===== src/logic/pwt_pkg.sv =====
// Constants for the periodic wake-up timer: map, fields, divides.
// Assumes a 32-bit classic Wishbone register bus.
package pwt_pkg;
  // ==========================================================
  // Register map (byte addresses)
  localparam logic [7:0] ADDR_STATUS_CONTROL = 8'h00;
  localparam logic [7:0] ADDR_TICK_COUNT     = 8'h04;
  localparam logic [7:0] ADDR_MODULO         = 8'h08;
  localparam logic [7:0] ADDR_IRQ_STATUS     = 8'h0C;
  localparam logic [7:0] ADDR_IRQ_MASK       = 8'h10;
  // ==========================================================
  // Fields of timer_status_control, plus the bit of irq status and mask
  localparam int PS_LSB = 0;
  localparam int PS_MSB = 3;
  localparam int IE_BIT = 4;
  localparam int CS_LSB = 5;
  localparam int CS_MSB = 6;
  localparam int MF_BIT = 7;
  localparam int IRQ_BIT = 0;
  // ==========================================================
  // Reset values and codes
  localparam logic [3:0] PS_OFF     = 4'h0;
  localparam logic [1:0] CS_LPO     = 2'h0;
  localparam logic [1:0] CS_EXT     = 2'h1;
  localparam logic [7:0] MOD_RESET  = 8'h00;
  localparam logic [7:0] CNT_ZERO   = 8'h00;
  localparam logic [7:0] CNT_ONE    = 8'h01;
  localparam int         N_PINS     = 7;
  // ==========================================================
  // Divide counts in source edges, slow and fast columns
  typedef logic [17:0] pwt_div_t;
  localparam pwt_div_t SLOW_BIN [8] = '{18'h00000, 18'h00008, 18'h00020,
    18'h00040, 18'h00080, 18'h00100, 18'h00200, 18'h00400};
  localparam pwt_div_t SLOW_DEC [8] = '{18'h00001, 18'h00002, 18'h00004,
    18'h0000A, 18'h00010, 18'h00064, 18'h001F4, 18'h003E8};
  localparam pwt_div_t FAST_BIN [8] = '{18'h00000, 18'h00400, 18'h00800,
    18'h01000, 18'h02000, 18'h04000, 18'h08000, 18'h10000};
  localparam pwt_div_t FAST_DEC [8] = '{18'h003E8, 18'h007D0, 18'h01388,
    18'h02710, 18'h04E20, 18'h0C350, 18'h186A0, 18'h30D40};
  localparam pwt_div_t DIV_ONE = 18'h00001;
  localparam pwt_div_t DIV_ZERO = 18'h00000;

  // Prescale code plus low source bit to edges per tick
  function automatic pwt_div_t pwt_div_count(input logic [3:0] ps,
                                             input logic       fast);
    if (ps[3]) begin
      return fast ? FAST_DEC[ps[2:0]] : SLOW_DEC[ps[2:0]];
    end
    return fast ? FAST_BIN[ps[2:0]] : SLOW_BIN[ps[2:0]];
  endfunction
endpackage


===== src/logic/pwt_timer.sv =====
// Periodic wake-up timer: source select, prescaler, modulo counter,
// match flag and interrupt, behind a classic Wishbone slave.
// Assumes clock sources and power-mode levels arrive asynchronously.
//
// Chosen here: the register addresses and the Wishbone slave port.
`timescale 1ns/1ps

module pwt_timer (
  // Clock and reset
  input  wire logic        clock_i,
  input  wire logic        rst_b_i,
  // Wishbone slave
  input  wire logic        wb_cyc_i,
  input  wire logic        wb_stb_i,
  input  wire logic        wb_we_i,
  input  wire logic [7:0]  wb_adr_i,
  input  wire logic [3:0]  wb_sel_i,
  input  wire logic [31:0] wb_dat_i,
  output logic      [31:0] wb_dat_o,
  output logic             wb_ack_o,
  // Clock sources, asynchronous
  input  wire logic        low_power_osc_i,
  input  wire logic        external_ref_clock_i,
  input  wire logic        internal_ref_clock_i,
  // Power modes, asynchronous levels
  input  wire logic        wait_mode_i,
  input  wire logic        deep_power_down_halt_i,
  input  wire logic        light_power_down_halt_i,
  input  wire logic        background_debug_i,
  // Requests
  output logic             irq_o,
  output logic             wake_o
);

  // ==========================================================
  // Input synchronisers
  logic [pwt_pkg::N_PINS-1:0] pin_raw;
  logic [pwt_pkg::N_PINS-1:0] sync1_reg;
  logic [pwt_pkg::N_PINS-1:0] sync2_reg;
  logic [pwt_pkg::N_PINS-1:0] sync3_reg;

  assign pin_raw = {background_debug_i, light_power_down_halt_i,
                    deep_power_down_halt_i, wait_mode_i,
                    internal_ref_clock_i, external_ref_clock_i,
                    low_power_osc_i};

  // Two flops per pin, a third only for edge finding
  genvar gi;
  generate
    for (gi = 0; gi < pwt_pkg::N_PINS; gi++) begin : g_sync
      always_ff @(posedge clock_i) begin
        if (!rst_b_i) begin
          sync1_reg[gi] <= 1'b0;
          sync2_reg[gi] <= 1'b0;
          sync3_reg[gi] <= 1'b0;
        end else begin
          sync1_reg[gi] <= pin_raw[gi];
          sync2_reg[gi] <= sync1_reg[gi];
          sync3_reg[gi] <= sync2_reg[gi];
        end
      end
    end
  endgenerate

  logic [2:0] src_edge;
  logic       wait_s;
  logic       deep_s;
  logic       light_s;
  logic       debug_s;

  // Rising edges of the three sources
  assign src_edge = sync2_reg[2:0] & ~sync3_reg[2:0];
  assign wait_s   = sync2_reg[3];
  assign deep_s   = sync2_reg[4];
  assign light_s  = sync2_reg[5];
  assign debug_s  = sync2_reg[6];

  // ==========================================================
  // Register state
  logic [3:0] prescale_select_reg;
  logic [1:0] clock_source_select_reg;
  logic       match_irq_enable_reg;
  logic       match_flag_reg;
  logic [7:0] modulo_compare_reg;
  logic [7:0] tick_count_reg;
  logic [17:0] presc_reg;

  // Bus decode
  logic bus_req;
  logic wr_lane0;
  logic wr_sc;
  logic wr_mod;
  logic wr_istat;
  logic wr_imask;
  logic clear_counts;
  logic flag_clear_req;

  function automatic logic hit(input logic [7:0] a,
                               input logic [7:0] want);
    return a == want;
  endfunction

  // One request per ack; ack drops the cycle after
  assign bus_req  = wb_cyc_i & wb_stb_i & ~wb_ack_o;
  assign wr_lane0 = bus_req & wb_we_i & wb_sel_i[0];
  assign wr_sc    = wr_lane0 & hit(wb_adr_i, pwt_pkg::ADDR_STATUS_CONTROL);
  assign wr_mod   = wr_lane0 & hit(wb_adr_i, pwt_pkg::ADDR_MODULO);
  assign wr_istat = wr_lane0 & hit(wb_adr_i, pwt_pkg::ADDR_IRQ_STATUS);
  assign wr_imask = wr_lane0 & hit(wb_adr_i, pwt_pkg::ADDR_IRQ_MASK);

  // Restart on a new prescale code or any modulo write
  assign clear_counts = (wr_sc & (wb_dat_i[pwt_pkg::PS_MSB:pwt_pkg::PS_LSB]
                                  != prescale_select_reg))
                      | wr_mod;

  // Only a one clears; a zero leaves the flag alone
  assign flag_clear_req = (wr_sc & wb_dat_i[pwt_pkg::MF_BIT])
                        | (wr_istat & wb_dat_i[pwt_pkg::IRQ_BIT]);

  // ==========================================================
  // Control registers
  always_ff @(posedge clock_i) begin
    if (!rst_b_i) begin
      prescale_select_reg     <= pwt_pkg::PS_OFF;
      clock_source_select_reg <= pwt_pkg::CS_LPO;
      match_irq_enable_reg    <= 1'b0;
    end else if (wr_sc) begin
      prescale_select_reg     <= wb_dat_i[pwt_pkg::PS_MSB:pwt_pkg::PS_LSB];
      clock_source_select_reg <= wb_dat_i[pwt_pkg::CS_MSB:pwt_pkg::CS_LSB];
      match_irq_enable_reg    <= wb_dat_i[pwt_pkg::IE_BIT];
    end else if (wr_imask) begin
      match_irq_enable_reg    <= wb_dat_i[pwt_pkg::IRQ_BIT];
    end
  end

  // Any 8-bit value is legal
  always_ff @(posedge clock_i) begin
    if (!rst_b_i) begin
      modulo_compare_reg <= pwt_pkg::MOD_RESET;
    end else if (wr_mod) begin
      modulo_compare_reg <= wb_dat_i[7:0];
    end
  end

  // ==========================================================
  // Prescaler
  logic        sel_edge;
  logic        src_avail;
  logic        run;
  logic        tick;
  logic [17:0] div_count;

  // Both internal-ref codes share one source pin
  always_comb begin
    case (clock_source_select_reg)
      pwt_pkg::CS_LPO: sel_edge = src_edge[0];
      pwt_pkg::CS_EXT: sel_edge = src_edge[1];
      default:         sel_edge = src_edge[2];
    endcase
  end

  // Deep halt keeps only the slow oscillator alive
  assign src_avail = (clock_source_select_reg == pwt_pkg::CS_LPO)
                   | ~deep_s;

  // Wait and light halt do not stop the count; deep halt stops it unless the source is the slow oscillator
  assign run = (prescale_select_reg != pwt_pkg::PS_OFF)
             & ~debug_s
             & src_avail;

  // Low source bit picks the column of divides
  assign div_count = pwt_pkg::pwt_div_count(prescale_select_reg,
                                            clock_source_select_reg[0]);

  assign tick = run & sel_edge & (presc_reg == div_count - pwt_pkg::DIV_ONE);

  // Source edges counted up to the divide
  always_ff @(posedge clock_i) begin
    if (!rst_b_i) begin
      presc_reg <= pwt_pkg::DIV_ZERO;
    end else if (clear_counts) begin
      presc_reg <= pwt_pkg::DIV_ZERO;
    end else if (tick) begin
      presc_reg <= pwt_pkg::DIV_ZERO;
    end else if (run & sel_edge) begin
      presc_reg <= presc_reg + pwt_pkg::DIV_ONE;
    end
  end

  // ==========================================================
  // Modulo counter and match flag
  logic at_modulo;
  logic match_event;

  assign at_modulo   = tick_count_reg == modulo_compare_reg;
  assign match_event = tick & at_modulo & ~clear_counts;

  // Held value survives debug since nothing here moves without a tick or a clearing write
  always_ff @(posedge clock_i) begin
    if (!rst_b_i) begin
      tick_count_reg <= pwt_pkg::CNT_ZERO;
    end else if (clear_counts) begin
      tick_count_reg <= pwt_pkg::CNT_ZERO;
    end else if (tick) begin
      if (at_modulo) begin
        tick_count_reg <= pwt_pkg::CNT_ZERO;
      end else begin
        tick_count_reg <= tick_count_reg + pwt_pkg::CNT_ONE;
      end
    end
  end

  // Set wins over a clearing write in the same cycle
  always_ff @(posedge clock_i) begin
    if (!rst_b_i) begin
      match_flag_reg <= 1'b0;
    end else if (match_event) begin
      match_flag_reg <= 1'b1;
    end else if (flag_clear_req) begin
      match_flag_reg <= 1'b0;
    end
  end

  // ==========================================================
  // Interrupt and wake, one cycle behind the flag
  always_ff @(posedge clock_i) begin
    if (!rst_b_i) begin
      irq_o  <= 1'b0;
      wake_o <= 1'b0;
    end else begin
      irq_o  <= match_flag_reg & match_irq_enable_reg;
      wake_o <= match_flag_reg & match_irq_enable_reg
              & (wait_s | deep_s | light_s)
              & src_avail & run;
    end
  end

  // ==========================================================
  // Bus answer: always one cycle, unmapped reads zero
  logic [31:0] rd_data;

  always_comb begin
    rd_data = '0;
    case (wb_adr_i)
      pwt_pkg::ADDR_STATUS_CONTROL: begin
        rd_data[pwt_pkg::PS_MSB:pwt_pkg::PS_LSB] = prescale_select_reg;
        rd_data[pwt_pkg::IE_BIT]                 = match_irq_enable_reg;
        rd_data[pwt_pkg::CS_MSB:pwt_pkg::CS_LSB] = clock_source_select_reg;
        rd_data[pwt_pkg::MF_BIT]                 = match_flag_reg;
      end
      pwt_pkg::ADDR_TICK_COUNT: rd_data[7:0] = tick_count_reg;
      pwt_pkg::ADDR_MODULO:     rd_data[7:0] = modulo_compare_reg;
      pwt_pkg::ADDR_IRQ_STATUS: rd_data[pwt_pkg::IRQ_BIT] = match_flag_reg;
      pwt_pkg::ADDR_IRQ_MASK:   rd_data[pwt_pkg::IRQ_BIT] = match_irq_enable_reg;
      default:                  rd_data = '0;
    endcase
  end

  always_ff @(posedge clock_i) begin
    if (!rst_b_i) begin
      wb_ack_o <= 1'b0;
      wb_dat_o <= '0;
    end else begin
      wb_ack_o <= bus_req;
      wb_dat_o <= (bus_req & ~wb_we_i) ? rd_data : '0;
    end
  end
endmodule // pwt_timer


===== config.mk =====
export PLATFORM = sky130hd
export DESIGN_NAME = pwt_timer
export DESIGN_NICKNAME = d
export VERILOG_FILES = /design/src/logic/pwt_pkg.sv /design/src/logic/pwt_timer.sv
export SDC_FILE = /design/constraint.sdc
export NUM_CORES = 1
export LEC_CHECK = 0
export BUFFER_PORTS_ARGS = -buffer_cell sky130_fd_sc_hd__buf_2
export CORE_UTILIZATION = 40
export CTS_BUF_LIST = sky130_fd_sc_hd__clkbuf_8
export DETAILED_ROUTE_END_ITERATION = 10
export SYNTH_ARGS = -nofsm -noshare
export SYNTH_HDL_FRONTEND = slang
export SYNTH_SLANG_ARGS = --single-unit

===== constraint.sdc =====
create_clock -name clock_i -period 3.9 [get_ports clock_i]
set_input_delay 0 -clock clock_i [delete_from_list [all_inputs] [get_ports clock_i]]
set_output_delay 0 -clock clock_i [all_outputs]
set_load 0.02 [all_outputs]

==> results of run 1 <==
-- metrics by stage --
stage	total power [mW]	area (um2)	hold slack [ps]	utilization (%)
after CTS	1.42	5310	3.14	46.1
after global placement	0.809	4940	194	42.9
after global routing	1.47	5310	63.6	46.1
after detailed placement	0.810	4940	202	42.9
final	1.41	5310	13.8	46.1
after floorplan	0.804	4830	79.3	-
-- cells in the mapped netlist (all sizes together), types with 4 or more instances --
cell type / n / area share [%]
or4: 4 / 0.63
a21oi: 10 / 1.1
nand2: 42 / 3.3
nor3b: 8 / 1.4
and3: 14 / 1.8
or4b: 8 / 1.7
a222oi: 7 / 1.5
nand2b: 10 / 1.3
inv: 17 / 1.3
buf: 37 / 6.2
mux2: 6 / 1.5
nor4: 7 / 0.92
mux2i: 16 / 3.4
xor2: 19 / 3.5
dfxtp: 70 / 30
o21ai: 10 / 1.1
and2: 21 / 2.8
nand4: 15 / 2.1
nor4b: 4 / 0.74
nor2: 43 / 3.6
nor2b: 14 / 1.8
nand3: 19 / 2.0
o2111ai: 4 / 0.74
ha: 10 / 2.6
a21boi: 4 / 0.63
o32ai: 6 / 1.3
clkbuf: 16 / 1.3
nor3: 29 / 4.1
xnor2: 30 / 5.5
-- worst register-to-register path, stage by stage (launching register included) --
cell	delay [ps]
dfxtp_1	480
inv_1	140
ha_1	340
mux2i_1	280
o22ai_2	180
nor3_2	290
and3_1	270
xnor2_1	100
o311a_1	450
a2111oi_4	250
nand3_1	340
mux2_2	370
-- path summary, 6_finish.rpt --
check	startpoint	end	cells after the start
max reg2reg	prescale_select_reg[1]$_SDFFE_PN0P_	tick_count_reg[0]$_SDFFE_PP0P_	11
min	wb_stb_i	wb_ack_o$_SDFF_PN0_	5
min reg2reg	sync2_reg[1]$_SDFF_PN0_	sync3_reg[1]$_SDFF_PN0_	2
max	prescale_select_reg[1]$_SDFFE_PN0P_	tick_count_reg[0]$_SDFFE_PP0P_	11
-- cells in the final DEF (no fill, tap or decap), types with 3 or more instances in the layout --
cell	netlist	routed
nor3_2	10	10
nor4b_1	4	4
clkbuf_8	0	10
conb_1	1	24
nor3_1	19	19
o32ai_1	5	5
mux2_2	5	5
a222oi_1	7	7
or4_1	4	4
and2_1	20	20
xor2_1	19	19
inv_1	16	16
nand2_1	42	42
nand3_1	19	19
nor3b_1	7	7
mux2i_1	16	16
o21ai_0	8	8
nor2b_1	14	14
o2111ai_1	4	4
or4b_2	3	3
nand2b_1	10	10
nor2_1	42	42
ha_1	10	10
xnor2_1	30	30
nand4_1	14	14
buf_2	3	39
dfxtp_1	70	69
and3_1	14	14
buf_4	26	11
dlygate4sd3_1	0	16
or4b_1	5	5
a21oi_1	9	9
a21boi_0	4	4
nor4_1	7	6
-- timing repair --
item                                   4_1_cts  5_1_grt
gates resized for setup                      0        1
endpoints found under the hold margin       22        0
hold buffers                                16        0
setup endpoints to repair                    0        2
-- layout make-up --
type / instances / area, um2
Clock buffer: 10 / 138
Fill cell: 1149 / 6210
Inverter: 17 / 63.8
Sequential cell: 70 / 1400
Clock inverter: 6 / 68.8
Timing Repair Buffer: 66 / 438
Tap cell: 143 / 179
Multi-Input combinational cell: 431 / 3020
-- where the power goes --
group	total, mW	internal (mW)	leakage [nW]	switching (mW)
clock	0.603	0.317	0.103	0.286
sequential	0.724	0.722	0.568	0.00210
combinational	0.0810	0.0315	1.30	0.0495
-- logic make-up after synthesis --
| group | synth area share (%) |
|---|---|
| buf+inv | 8.86 |
| fa+ha+maj | 2.64 |
| mux | 4.88 |
| flops | 29.5 |
| simple gates | 30.4 |
| compound gates | 13.7 |
| other cells | 0.0790 |
| xor+xnor | 9.99 |
-- metal layers --
metal  routed length, um  part of all wire (%)
met1                4940                    46
met2                5200                    49
met3                 373                   3.5
met4                 210                   2.0
met5                   0                     0
==> impl_metrics.env, run 1 <==
export IMPL_status="finished with violations"
export IMPL_violations="DRC"
export IMPL_crit_chain="inv_1 > ha_1 > mux2i_1 > o22ai_2 > nor3_2 > and3_1 > xnor2_1 > o311a_1 > a2111oi_4 > nand3_1 > mux2_2"
export IMPL_syn_avg_cell_area_um2=8.66
export IMPL_synthCells=548
export IMPL_layout_drive_gt1_share_pct=17.7
export IMPL_num_io_pins=91
export IMPL_antenna_found_initial=0
export IMPL_place_ws_ps=291
export IMPL_seq_area_frac_synth_pct=29.5
export IMPL_drt_iter0_drc=210
export IMPL_maxSlewHeadroom_pct=43.8
export IMPL_r2r_setup_slack_ps=290
export IMPL_nets=661
export IMPL_diodes=0
export IMPL_finalSetupTns_ps=0
export IMPL_ir_drop_uv=223
export IMPL_cts_setup_buffers=0
export IMPL_ys_types=84
export IMPL_slowest_stage="dfxtp_1"
export IMPL_root_buffer="clkbuf_8"
export IMPL_rsz0062_at_grt="false"
export IMPL_cp_required_ps=4140
export IMPL_setup_worst_path_start_class="flip-flop"
export IMPL_rows=39
export IMPL_grt_met1_usage_pct=22.5
export IMPL_hpwlAfterDp_um=7970
export IMPL_ys_seq_elements=70
export IMPL_synth_edf_count=0
export IMPL_synthesis_area_um2=4750
export IMPL_cp_arrival_ps=3850
export IMPL_hold_violations=0
export IMPL_met2_usage_pct=31.8
export IMPL_wl_um=10700
export IMPL_final_cell_count_no_fill=743
export IMPL_die_area_um2=12300
export IMPL_fmax_ghz=0.277
export IMPL_setup_viol=0
export IMPL_num_vias=3971
export IMPL_powerDensity_nw_per_um2=265
export IMPL_htreeDepth=3
export IMPL_slowest_delay_ps=480
export IMPL_hold_path_class="primary input to flip-flop"
export IMPL_async_flop_share_pct=0
export IMPL_grt_pass1_vias=3938
export IMPL_maxSlewViolCount=0
export IMPL_p_leak_nw=1.97
export IMPL_wl_per_cell_um=14.4
export IMPL_fin_crit_sh_pct=92.6
export IMPL_die_h_um=111
export IMPL_fin_ws_ps=290
export IMPL_drtAntennaViolNets=0
export IMPL_start_util_pct=41.2
export IMPL_die_w_um=111
export IMPL_cp_buffers_inverters=1
export IMPL_synth_warnings=0
export IMPL_firstDrtPassIters=10
export IMPL_cts_sinks=70
export IMPL_grt_pass1_wl_um=18300
export IMPL_maxCapViolCount=0
export IMPL_place_inst=711
export IMPL_synthToLayoutAreaGrowth_pct=11.8
export IMPL_worstSkewPairLatency_ps=350
export IMPL_overflow=0
export IMPL_criticalPathCategory="flip-flop to flip-flop"
export IMPL_worst_setup_path_end_kind="flip-flop"
export IMPL_gp_congestion=0.854
export IMPL_cts_buffers=9
export IMPL_crit_fanout=8
export IMPL_busiest_layer="met2"
export IMPL_synth_ff_type="dfxtp_1"
export IMPL_core_um2=11500
export IMPL_grt_total_usage_pct=18.3
export IMPL_largest_reg_flops=18
export IMPL_met3_usage_pct=3.06
export IMPL_io_buffers=39
export IMPL_skew_ps=9.98
export IMPL_drc=11
export IMPL_cpLargestDelayFamily="simple AND/OR/NAND/NOR gates"
export IMPL_clkSlewWorstSetupHoldPaths_ps=80
export IMPL_grt_max_degree=35
export IMPL_via_per_inst=5.34
export IMPL_period_needed_ps=3610
export IMPL_tightest_slew_ps=840
export IMPL_cts_tree="yes"
export IMPL_cts_buffer_depth=2
(Power assumes the default switching activity.)
==> run 2, diff against run 1 <==
--- a/config.mk
+++ b/config.mk
@@ -6,9 +6,12 @@
 export NUM_CORES = 1
 export LEC_CHECK = 0
 export BUFFER_PORTS_ARGS = -buffer_cell sky130_fd_sc_hd__buf_2
+export CELL_PAD_IN_SITES_DETAIL_PLACEMENT = 0
+export CELL_PAD_IN_SITES_GLOBAL_PLACEMENT = 1
 export CORE_UTILIZATION = 40
 export CTS_BUF_LIST = sky130_fd_sc_hd__clkbuf_8
 export DETAILED_ROUTE_END_ITERATION = 10
+export PLACE_DENSITY_LB_ADDON = 0.1
 export SYNTH_ARGS = -nofsm -noshare
 export SYNTH_HDL_FRONTEND = slang
 export SYNTH_SLANG_ARGS = --single-unit
==> impl_metrics.env, run 2 (same netlist as run 1, synthesis figures left out) <==
export IMPL_nets=666
export IMPL_setup_worst_path_start_class="flip-flop"
export IMPL_via_per_inst=5.40
export IMPL_die_h_um=111
export IMPL_fin_crit_sh_pct=88.0
export IMPL_rsz0062_at_grt="false"
export IMPL_status="finished with violations"
export IMPL_tightest_slew_ps=868
export IMPL_hold_path_class="primary input to flip-flop"
export IMPL_cts_tree="yes"
export IMPL_violations="DRC"
export IMPL_skew_ps=8.18
export IMPL_cp_buffers_inverters=1
export IMPL_gp_congestion=0.855
export IMPL_drtAntennaViolNets=0
export IMPL_period_needed_ps=3430
export IMPL_antenna_found_initial=0
export IMPL_powerDensity_nw_per_um2=260
export IMPL_largest_reg_flops=18
export IMPL_num_io_pins=91
export IMPL_reg2reg_from="prescale_select_reg[2]$_SDFFE_PN0P_"
export IMPL_maxCapViolCount=0
export IMPL_wl_um=11400
export IMPL_layout_drive_gt1_share_pct=17.1
export IMPL_cts_buffers=9
export IMPL_overflow=0
export IMPL_p_leak_nw=2.00
export IMPL_grt_pass1_wl_um=19300
export IMPL_maxSlewHeadroom_pct=41.9
export IMPL_crit_chain="buf_4 > nor2_1 > a32oi_1 > and2_1 > nand4_1 > or4_1 > a21o_1 > and2_1 > nand3_1 > mux2_2"
export IMPL_multiInputGateArea_um2=3020
export IMPL_grt_max_degree=35
export IMPL_cts_buffer_depth=2
export IMPL_synthToLayoutAreaGrowth_pct=12.6
export IMPL_cts_setup_buffers=0
export IMPL_hold_start="wb_adr_i[4]"
export IMPL_setup_viol=0
export IMPL_drc=7
export IMPL_firstDrtPassIters=9
export IMPL_worstSkewPairLatency_ps=360
export IMPL_cts_sinks=70
export IMPL_slowest_stage="dfxtp_1"
export IMPL_htreeDepth=3
export IMPL_r2r_end="tick_count_reg[1]$_SDFFE_PP0P_"
export IMPL_core_um2=11500
export IMPL_cpLargestDelayFamily="simple AND/OR/NAND/NOR gates"
export IMPL_die_w_um=111
export IMPL_final_cell_mix="dfxtp_1 (70), nand2_1 (42), nor2_1 (42), buf_2 (39), xnor2_1 (30)"
export IMPL_worst_path_stages=10
export IMPL_cp_arrival_ps=3680
export IMPL_place_ws_ps=469
export IMPL_hpwlAfterDp_um=8450
export IMPL_worst_setup_path_end_kind="flip-flop"
export IMPL_grt_total_usage_pct=19.8
export IMPL_grt_pass1_vias=3855
export IMPL_hold_end="match_irq_enable_reg$_SDFFE_PN0P_"
export IMPL_finalSetupTns_ps=0
export IMPL_final_common_cell="dfxtp_1"
export IMPL_reg2regPathDepth=10
export IMPL_io_buffers=39
export IMPL_final_seq_area_um2=1400
export IMPL_drt_iter0_drc=229
export IMPL_criticalPathCategory="flip-flop to flip-flop"
export IMPL_rows=39
export IMPL_slowest_delay_ps=630
export IMPL_maxSlewViolCount=0
export IMPL_wl_per_cell_um=15.3
export IMPL_holdPathStages=3
export IMPL_ir_drop_uv=223
export IMPL_r2r_setup_slack_ps=470
export IMPL_num_vias=4026
export IMPL_diodes=0
export IMPL_crit_fanout=12
export IMPL_fin_ws_ps=467
export IMPL_die_area_um2=12300
export IMPL_cp_required_ps=4150
export IMPL_start_util_pct=41.2
export IMPL_hold_violations=0
export IMPL_fmax_ghz=0.291
export IMPL_crit_top_cell="and2_1"
export IMPL_root_buffer="clkbuf_8"
export IMPL_fillCellCount=1165
export IMPL_clkSlewWorstSetupHoldPaths_ps=70
==> run 2: cell type report <==
| class | count | area share [%] |
|---|---|---|
| Clock buffer | 11 | 2.83 |
| Clock inverter | 3 | 0.702 |
| Inverter | 17 | 1.19 |
| Multi-Input combinational cell | 431 | 56.4 |
| Sequential cell | 70 | 26.2 |
| Tap cell | 143 | 3.35 |
| Timing Repair Buffer | 71 | 9.27 |
==> run 2: worst reg2reg max path: cells and delay by family, from the launching register on <==
kind                   cells  cell delay (ps)
muxes                      1              360
DFF                        1              630
AOI/OAI and AO/OA          2              430
and+or+nand+nor            6             1620
buffers and inverters      1              280
==> run 2: where the power goes <==
part	internal, mW	total [mW]	switching, mW
Combinational	0.0329	0.0833	0.0504
Sequential	0.722	0.725	0.00210
Clock	0.319	0.583	0.264
==> run 2: what timing repair did <==
| action | CTS | global route |
|---|---|---|
| gates resized for setup | 0 | 0 |
| hold buffers | 19 | 0 |
| endpoints found under the hold margin | 23 | 0 |
==> run 2: metal layers <==
| metal | track usage, % | up-vias | share of wire (%) |
|---|---|---|---|
| met2 | 32.1 | 109 | 47 |
| li1 | - | 2016 | - |
| met3 | 4.43 | 11 | 4.2 |
| met5 | 0 | - | 0 |
| met4 | 6.76 | 0 | 1.7 |
| met1 | 25.8 | 1890 | 47 |
==> run 2: how the worst max path moves through the flow <==
stage / startpoint / end
2_1_floorplan: prescale_select_reg[1]$_SDFFE_PN0P_ / presc_reg[10]$_SDFFE_PP0P_
3_3_place_gp: clock_source_select_reg[0]$_SDFFE_PN0P_ / tick_count_reg[2]$_SDFFE_PP0P_
3_5_place_dp: clock_source_select_reg[0]$_SDFFE_PN0P_ / tick_count_reg[2]$_SDFFE_PP0P_
4_1_cts: clock_source_select_reg[0]$_SDFFE_PN0P_ / tick_count_reg[2]$_SDFFE_PP0P_
5_1_grt: clock_source_select_reg[0]$_SDFFE_PN0P_ / tick_count_reg[3]$_SDFFE_PP0P_
6_report: prescale_select_reg[2]$_SDFFE_PN0P_ / tick_count_reg[1]$_SDFFE_PP0P_
==> run 2: metrics by stage <==
stage	util (%)	hold slack [ps]	cell area [um2]	instances	total power [mW]
2_1_floorplan	-	79.3	4830	571	0.804
3_3_place_gp	43.1	196	4970	713	0.809
3_5_place_dp	43.1	202	4970	713	0.810
4_1_cts	46.4	79.3	5350	746	1.42
5_1_grt	46.4	94.5	5350	746	1.46
6_report	46.4	111	5350	746	1.39
